--- src/isc_pkg.sv ---
package isc_pkg;
  // ==========================================
  // register byte offsets on apb
  localparam logic [11:0] ADDR_TRANSFER_BUFFER  = 12'h000;
  localparam logic [11:0] ADDR_ADDRESS_OR_RELOAD = 12'h004;
  localparam logic [11:0] ADDR_CONTROL_ONE      = 12'h008;
  localparam logic [11:0] ADDR_CONTROL_TWO      = 12'h00c;
  localparam logic [11:0] ADDR_PORT_STATUS      = 12'h010;
  localparam logic [11:0] ADDR_COLLISION        = 12'h014;
  // ==========================================
  // field positions
  localparam int BIT_STOP_REQUEST  = 2;
  localparam int BIT_PORT_ENABLE   = 5;
  localparam int BIT_SLAVE_MODE    = 3;
  localparam int BIT_STOP_SEEN     = 4;
  localparam int BIT_WRITE_COLLIDE = 7;
  localparam int RELOAD_MSB        = 6;
  // ==========================================
  // reset values
  localparam logic [7:0] RESET_BYTE = 8'h00;
  localparam logic [6:0] COUNT_ZERO = 7'h00;

  typedef enum logic [4:0] {
    ST_IDLE      = 5'b00001,
    ST_SDA_LOW   = 5'b00010,
    ST_SCL_REL   = 5'b00100,
    ST_COUNT_HI  = 5'b01000,
    ST_SDA_REL   = 5'b10000
  } isc_state_t;

  typedef struct packed {
    logic scl;
    logic sda;
  } isc_lines_t;
endpackage

--- src/isc_stop_collision.sv ---
// Summary of operation
// - stop drives sda low, then frees scl
// - wait scl high, load counter, count down
// - at counter zero free sda, count down again, then sample sda
// - sda low after timeout is collision
// - scl low after it was seen high and before sda high is collision
// - mask register shares reload address slot
// - slave mode leaves control_two unchanged and blocks the stop
// - collision sets flag, port returns idle
// - collision aborts stop, frees lines, clears request
//
// Design decisions made here: the register offsets and the APB interface to the registers.
`timescale 1ns/1ps
`default_nettype none
module isc_stop_collision (
  input  wire logic        pclk,
  input  wire logic        presetn,
  input  wire logic        psel,
  input  wire logic        penable,
  input  wire logic        pwrite,
  input  wire logic [11:0] paddr,
  input  wire logic [31:0] pwdata,
  output logic      [31:0] prdata,
  output logic             pready,
  output logic             pslverr,
  input  wire logic        scl_in,
  output logic             scl_out,
  output logic             scl_oe,
  input  wire logic        sda_in,
  output logic             sda_out,
  output logic             sda_oe
);
  // ==========================================
  // pin synchronisers: change counts when stages two and three agree
  isc_pkg::isc_lines_t sync1_reg, sync2_reg, sync3_reg, lines_reg;
  isc_pkg::isc_lines_t lines_next;
  always_comb begin
    lines_next = lines_reg;
    if (sync2_reg.scl == sync3_reg.scl) begin
      lines_next.scl = sync3_reg.scl;
    end
    if (sync2_reg.sda == sync3_reg.sda) begin
      lines_next.sda = sync3_reg.sda;
    end
  end
  always_ff @(posedge pclk or negedge presetn) begin
    if (!presetn) begin
      sync1_reg <= '{scl: 1'b1, sda: 1'b1};
      sync2_reg <= '{scl: 1'b1, sda: 1'b1};
      sync3_reg <= '{scl: 1'b1, sda: 1'b1};
      lines_reg <= '{scl: 1'b1, sda: 1'b1};
    end else begin
      sync1_reg <= '{scl: scl_in, sda: sda_in};
      sync2_reg <= sync1_reg;
      sync3_reg <= sync2_reg;
      lines_reg <= lines_next;
    end
  end

  // ==========================================
  // registers and stop engine
  logic [7:0] transfer_buffer_reg, transfer_buffer_next;
  logic [7:0] reload_reg, reload_next;
  logic [7:0] mask_reg, mask_next;
  logic [7:0] control_one_reg, control_one_next;
  logic [7:0] control_two_reg, control_two_next;
  logic       stop_seen_reg, stop_seen_next;
  logic       collision_reg, collision_next;
  logic [6:0] count_reg, count_next;
  logic       sda_low_reg, sda_low_next;
  logic       scl_low_reg, scl_low_next;
  isc_pkg::isc_state_t state_reg, state_next;
  logic       wr_en;
  logic       rd_en;
  logic       slave_mode;
  logic       stop_busy;
  logic       collide;

  assign wr_en      = psel && penable && pwrite;
  assign rd_en      = psel && penable && !pwrite;
  assign slave_mode = control_one_reg[isc_pkg::BIT_SLAVE_MODE];
  assign stop_busy  = (state_reg != isc_pkg::ST_IDLE);

  always_comb begin
    transfer_buffer_next = transfer_buffer_reg;
    reload_next          = reload_reg;
    mask_next            = mask_reg;
    control_one_next     = control_one_reg;
    control_two_next     = control_two_reg;
    stop_seen_next       = stop_seen_reg;
    collision_next       = collision_reg;
    count_next           = count_reg;
    sda_low_next         = sda_low_reg;
    scl_low_next         = scl_low_reg;
    state_next           = state_reg;
    collide              = 1'b0;
    // ---- software writes
    if (wr_en) begin
      if (paddr == isc_pkg::ADDR_TRANSFER_BUFFER) begin
        // a buffer write during a stop is dropped and flagged
        if (stop_busy) begin
          control_one_next[isc_pkg::BIT_WRITE_COLLIDE] = 1'b1;
        end else begin
          transfer_buffer_next = pwdata[7:0];
        end
      end else if (paddr == isc_pkg::ADDR_ADDRESS_OR_RELOAD) begin
        if (slave_mode) begin
          mask_next = pwdata[7:0];
        end else begin
          reload_next = pwdata[7:0];
        end
      end else if (paddr == isc_pkg::ADDR_CONTROL_ONE) begin
        control_one_next = pwdata[7:0];
      end else if (paddr == isc_pkg::ADDR_CONTROL_TWO) begin
        control_two_next = pwdata[7:0];
      end else if (paddr == isc_pkg::ADDR_COLLISION) begin
        // write one clears; a collision in the same cycle wins below
        if (pwdata[0]) begin
          collision_next = 1'b0;
        end
      end
    end
    // ---- stop sequence
    case (state_reg)
      isc_pkg::ST_IDLE: begin
        if (control_two_next[isc_pkg::BIT_STOP_REQUEST] && !slave_mode &&
            control_one_reg[isc_pkg::BIT_PORT_ENABLE]) begin
          sda_low_next = 1'b1;
          scl_low_next = 1'b1;
          state_next   = isc_pkg::ST_SDA_LOW;
        end
      end
      isc_pkg::ST_SDA_LOW: begin
        if (!lines_reg.sda) begin
          scl_low_next = 1'b0;
          state_next   = isc_pkg::ST_SCL_REL;
        end
      end
      isc_pkg::ST_SCL_REL: begin
        if (lines_reg.scl) begin
          count_next = reload_reg[isc_pkg::RELOAD_MSB:0];
          state_next = isc_pkg::ST_COUNT_HI;
        end
      end
      isc_pkg::ST_COUNT_HI: begin
        if (!lines_reg.scl) begin
          collide = 1'b1;
        end else if (count_reg == isc_pkg::COUNT_ZERO) begin
          sda_low_next = 1'b0;
          count_next   = reload_reg[isc_pkg::RELOAD_MSB:0];
          state_next   = isc_pkg::ST_SDA_REL;
        end else begin
          count_next = count_reg - 7'h01;
        end
      end
      isc_pkg::ST_SDA_REL: begin
        if (!lines_reg.scl && !lines_reg.sda) begin
          collide = 1'b1;
        end else if (count_reg == isc_pkg::COUNT_ZERO) begin
          // with scl high, sda is checked only once the count runs out
          if (!lines_reg.sda) begin
            collide = 1'b1;
          end else begin
            stop_seen_next = 1'b1;
            control_two_next[isc_pkg::BIT_STOP_REQUEST] = 1'b0;
            state_next = isc_pkg::ST_IDLE;
          end
        end else begin
          count_next = count_reg - 7'h01;
        end
      end
      default: begin
        state_next = isc_pkg::ST_IDLE;
      end
    endcase
    if (collide) begin
      collision_next = 1'b1;
      sda_low_next   = 1'b0;
      scl_low_next   = 1'b0;
      control_two_next[isc_pkg::BIT_STOP_REQUEST] = 1'b0;
      state_next     = isc_pkg::ST_IDLE;
    end
    if (!control_one_next[isc_pkg::BIT_PORT_ENABLE]) begin
      stop_seen_next = 1'b0;
      sda_low_next   = 1'b0;
      scl_low_next   = 1'b0;
      state_next     = isc_pkg::ST_IDLE;
    end
  end

  always_ff @(posedge pclk or negedge presetn) begin
    if (!presetn) begin
      transfer_buffer_reg <= isc_pkg::RESET_BYTE;
      reload_reg          <= isc_pkg::RESET_BYTE;
      mask_reg            <= isc_pkg::RESET_BYTE;
      control_one_reg     <= isc_pkg::RESET_BYTE;
      control_two_reg     <= isc_pkg::RESET_BYTE;
      stop_seen_reg       <= 1'b0;
      collision_reg       <= 1'b0;
      count_reg           <= isc_pkg::COUNT_ZERO;
      sda_low_reg         <= 1'b0;
      scl_low_reg         <= 1'b0;
      state_reg           <= isc_pkg::ST_IDLE;
    end else begin
      transfer_buffer_reg <= transfer_buffer_next;
      reload_reg          <= reload_next;
      mask_reg            <= mask_next;
      control_one_reg     <= control_one_next;
      control_two_reg     <= control_two_next;
      stop_seen_reg       <= stop_seen_next;
      collision_reg       <= collision_next;
      count_reg           <= count_next;
      sda_low_reg         <= sda_low_next;
      scl_low_reg         <= scl_low_next;
      state_reg           <= state_next;
    end
  end

  // ==========================================
  // read data, registered from the setup cycle
  logic [31:0] prdata_reg, prdata_next;
  always_comb begin
    prdata_next = prdata_reg;
    if (psel && !penable && !pwrite) begin
      prdata_next = 32'h0000_0000;
      if (paddr == isc_pkg::ADDR_TRANSFER_BUFFER) begin
        prdata_next[7:0] = transfer_buffer_reg;
      end else if (paddr == isc_pkg::ADDR_ADDRESS_OR_RELOAD) begin
        prdata_next[7:0] = slave_mode ? mask_reg : reload_reg;
      end else if (paddr == isc_pkg::ADDR_CONTROL_ONE) begin
        prdata_next[7:0] = control_one_reg;
      end else if (paddr == isc_pkg::ADDR_CONTROL_TWO) begin
        // same storage; slave mode does not change how control_two reads back
        prdata_next[7:0] = control_two_reg;
      end else if (paddr == isc_pkg::ADDR_PORT_STATUS) begin
        prdata_next[isc_pkg::BIT_STOP_SEEN] = stop_seen_reg;
      end else if (paddr == isc_pkg::ADDR_COLLISION) begin
        prdata_next[0] = collision_reg;
      end
    end
  end
  always_ff @(posedge pclk or negedge presetn) begin
    if (!presetn) begin
      prdata_reg <= 32'h0000_0000;
    end else begin
      prdata_reg <= prdata_next;
    end
  end

  assign prdata  = prdata_reg;
  assign pready  = 1'b1;
  // unmapped addresses answer with an error
  assign pslverr = psel && penable &&
                   (paddr != isc_pkg::ADDR_TRANSFER_BUFFER) &&
                   (paddr != isc_pkg::ADDR_ADDRESS_OR_RELOAD) &&
                   (paddr != isc_pkg::ADDR_CONTROL_ONE) &&
                   (paddr != isc_pkg::ADDR_CONTROL_TWO) &&
                   (paddr != isc_pkg::ADDR_PORT_STATUS) &&
                   (paddr != isc_pkg::ADDR_COLLISION);
  // open drain: only ever pull low
  assign sda_out = 1'b0;
  assign scl_out = 1'b0;
  assign sda_oe  = sda_low_reg;
  assign scl_oe  = scl_low_reg;
  logic unused_ok;
  assign unused_ok = rd_en ^ (|pwdata[31:8]);
endmodule // isc_stop_collision
`default_nettype wire

--- config.mk ---
export PLATFORM = sky130hd
export DESIGN_NAME = isc_stop_collision
export DESIGN_NICKNAME = d
export VERILOG_FILES = /design/src/isc_pkg.sv /design/src/isc_stop_collision.sv
export SDC_FILE = /design/constraint.sdc
export NUM_CORES = 1
export LEC_CHECK = 0
export BUFFER_PORTS_ARGS = -buffer_cell sky130_fd_sc_hd__buf_2
export CORE_MARGIN = 2
export CORE_UTILIZATION = 48
export CTS_CLUSTER_DIAMETER = 60
export CTS_CLUSTER_SIZE = 14
export DETAILED_ROUTE_END_ITERATION = 12
export GPL_TIMING_DRIVEN = 1
export PLACE_DENSITY = 0.76
export SLEW_MARGIN = 20
export SYNTH_ARGS = -nofsm -noshare
export SYNTH_HDL_FRONTEND = slang
export SYNTH_SLANG_ARGS = --single-unit
export TNS_END_PERCENT = 20
--- constraint.sdc ---
create_clock -name pclk -period 2.1 [get_ports pclk]
set_clock_uncertainty 0.1 [all_clocks]
set_input_delay 0.21 -clock pclk [delete_from_list [all_inputs] [get_ports pclk]]
set_output_delay 0.21 -clock pclk [all_outputs]
set_load 0.02 [all_outputs]
==> qor.yml <==
clock_tree:
  clockRootBuffer: "clkbuf_8"
  htree_levels: 3
  cts_buffers: 9
  clk_latency_ns: 0.35
  cts_tree: "done"
  clockBufferDepth: 2
  clkTransAtPathRegs_ns: 0.07
  clock-sinks: 72
sta:
  max_freq_mhz: 490
  hold_viol_final: 0
  whs_ns: 0.0481
  period_share_pct: 97.2
  worstMarginPinSlew_ns: 0.527
  relSlewSlack_pct: 64.9
  tns_ns: 0
  setup_viol: 0
  drv_slew: 0
  finalWorstSetupSlack_ns: 0.0580
  finalCriticalPeriod_ns: 2.04
placement:
  placed_cells: 476
  port_buffers: 37
  place_area_um2: 4120
  gp_congestion: 0.851
  place_ws_ns: -0.197
  hpwl_um: 5620
logic_synthesis:
  synth_area_leader_cell: "dfrtp_1"
  yosysTopAreaCellShare_pct: 42.4
  ys_ff_latch: 72
  synth.distinct_cells: 54
  synthFlopType: "dfrtp_1"
  avgSynthCellArea_um2: 11.6
  ys_top_cells_by_area: "dfrtp_1 (42%), mux2_2 (13%), dfstp_2 (6.4%)"
  ys_warn_count: 0
  syn_area_um2: 3710
  async_reset_ff_share_pct: 100
  ys_seq_area_share_pct: 48.8
  syn_inst: 320
  synth_edf_count: 0
final_layout:
  stdcell_count: 498
  syn2layout_area_growth_pct: 20.5
  nFillCells: 600
  final_nets: 444
  drive_gt1_share_pct: 42.7
  utilization_pct: 58.9
  antenna_cells: 0
  regArea_um2: 1810
  fin_area_um2: 4480
  multiInputGateArea_um2: 1780
floorplanning:
  fp.dieW_um: 92.0
  core_um2: 7610
  num_rows: 32
  initial_core_util_pct: 48.8
  ios: 89
  dieArea_um2: 8460
  die_y_um: 92.0
setup_path:
  cp-end-kind: "flip-flop"
  crit_fanout: 7
  critPathLaunchType: "flip-flop"
  arrival_ns: 2.18
  cp.required_ns: 2.24
  cp_num_buf_inv: 1
  r2r_slack_ns: 0.06
  worstSetupPathType: "flip-flop to flip-flop"
  crit_family: "simple AND/OR/NAND/NOR gates"
  crit_slowest_cell: "dfrtp_1"
  path_cells: "nor2_1, nand4bb_1, nor3_4, buf_4, mux2_2"
  worst-path-stages: 5
  reg2reg_depth: 5
  max_stage_delay_ns: 0.45
route:
  drc: 0
  routed_wl_um: 8050
  drt-met1-wl_um: 3460
  drtPass1Iterations: 4
  top_layer: "met4"
  wl_met2_um: 4090
  ant_nets: 0
  drt_first_iter_violations: 165
  routedWlPerCell_um: 16.2
  vias: 2734
  vias_per_cell: 5.49
  wl_met3_um: 421
global_routing:
  grt_overflow: 0
  grt_start_max_net_pins: 73
  grt_pass1_vias: 2633
  grt_first_pass_wirelength_um: 13000
  track_usage_pct: 19.9
  antenna_found_initial: 0
outcome:
  status: "finished, final reports clean"
hold_path:
  hold_depth: 2
  hold_class: "input port to flip-flop"
power_and_ir_drop:
  pwr-share-comb_pct: 5.8
  power_frac_clock_pct: 46.3
  switching_share_pct: 22.1
  power_mw: 2.96
  leakage_nw: 2.16
  powerDensity_nw_per_um2: 660
  ir_worst_vdd_mv: 0.261
  switchingPower_mw: 0.653
  intPower_mw: 2.30
  pwr-share-seq_pct: 47.9
flow_run:
  maxCapViolCount: 0
[metal layers]
metal	up-vias	track usage [%]
li1	1251	-
met1	1373	25.9
met2	98	33.5
met3	12	4.44
met4	0	5.85
met5	-	0
[layout by cell type (no fill, tap or decap), types with 4 or more instances in the layout]
master / instances
nor2_1: 22
o21ai_0: 14
clkbuf_8: 11
inv_1: 7
a22o_1: 6
mux2i_1: 4
mux2_2: 44
nand2_1: 12
buf_2: 38
nand3_1: 8
buf_4: 29
mux4_2: 6
conb_1: 27
a21oi_1: 17
dfrtp_1: 63
dfstp_2: 9
[logic make-up (layout without fill, tap and decap cells)]
group / count (synthesis) / count (layout) / synth area share (%)
mux: 54 / 54 / 18.1
xor+xnor: 1 / 1 / 0.236
fa+ha+maj: 4 / 4 / 1.21
compound gates: 59 / 59 / 10.0
flops: 72 / 72 / 48.8
simple gates: 82 / 82 / 14.1
other cells: 2 / 27 / 0.202
buf+inv: 46 / 97 / 7.41
[cell type report]
cell class	instances	share of cell area, %
Clock buffer	11	3.38
Clock inverter	5	2.29
Inverter	9	0.754
Multi-Input combinational cell	227	39.8
Sequential cell	72	40.5
Tap cell	102	2.85
Timing Repair Buffer	72	10.5
[worst paths after layout]
kind,from,endpoint
hold / removal,pwdata[1],reload_reg[1]
setup reg to reg,state_reg[4],transfer_buffer_reg[1]
max in group asynchronous,presetn,sync2_reg[0]
hold reg to reg,sync1_reg[0],sync2_reg[0]
setup / recovery,state_reg[4],transfer_buffer_reg[1]
min in group asynchronous,presetn,state_reg[2]
[cell usage after synthesis, types with 3 or more instances]
| master | n |
|---|---|
| nor3_1 | 4 |
| dfrtp_1 | 63 |
| a22o_1 | 6 |
| inv_1 | 9 |
| or3_1 | 3 |
| nand2_1 | 13 |
| clkbuf_1 | 8 |
| and3b_1 | 3 |
| buf_4 | 27 |
| dfstp_2 | 9 |
| nand3_1 | 8 |
| mux2_2 | 44 |
| o21ai_0 | 15 |
| o22ai_1 | 3 |
| nand4b_1 | 3 |
| nor2_1 | 23 |
| mux4_2 | 6 |
| a21oi_1 | 18 |
| mux2i_1 | 4 |
[power groups by stage]
stage / sequential, mW / clock, mW / combinational [mW]
finish: 1.42 / 1.37 / 0.172
detailed placement: 1.44 / 0 / 0.167
floorplan: 1.44 / 0 / 0.128
CTS: 1.42 / 1.38 / 0.172
global placement: 1.44 / 0 / 0.163
global route: 1.42 / 1.46 / 0.190
[what timing repair did]
| action | CTS | global route |
|---|---|---|
| gates cloned | 0 | 1 |
| pin swaps | 0 | 8 |
| hold buffers | 3 | 0 |
| endpoints found under the setup margin | 3 | 10 |
| buffers inserted | 0 | 2 |
| hold endpoints to repair | 65 | 0 |
| gates resized for setup | 3 | 11 |
No activity file was read; power rests on OpenSTA's default activity.
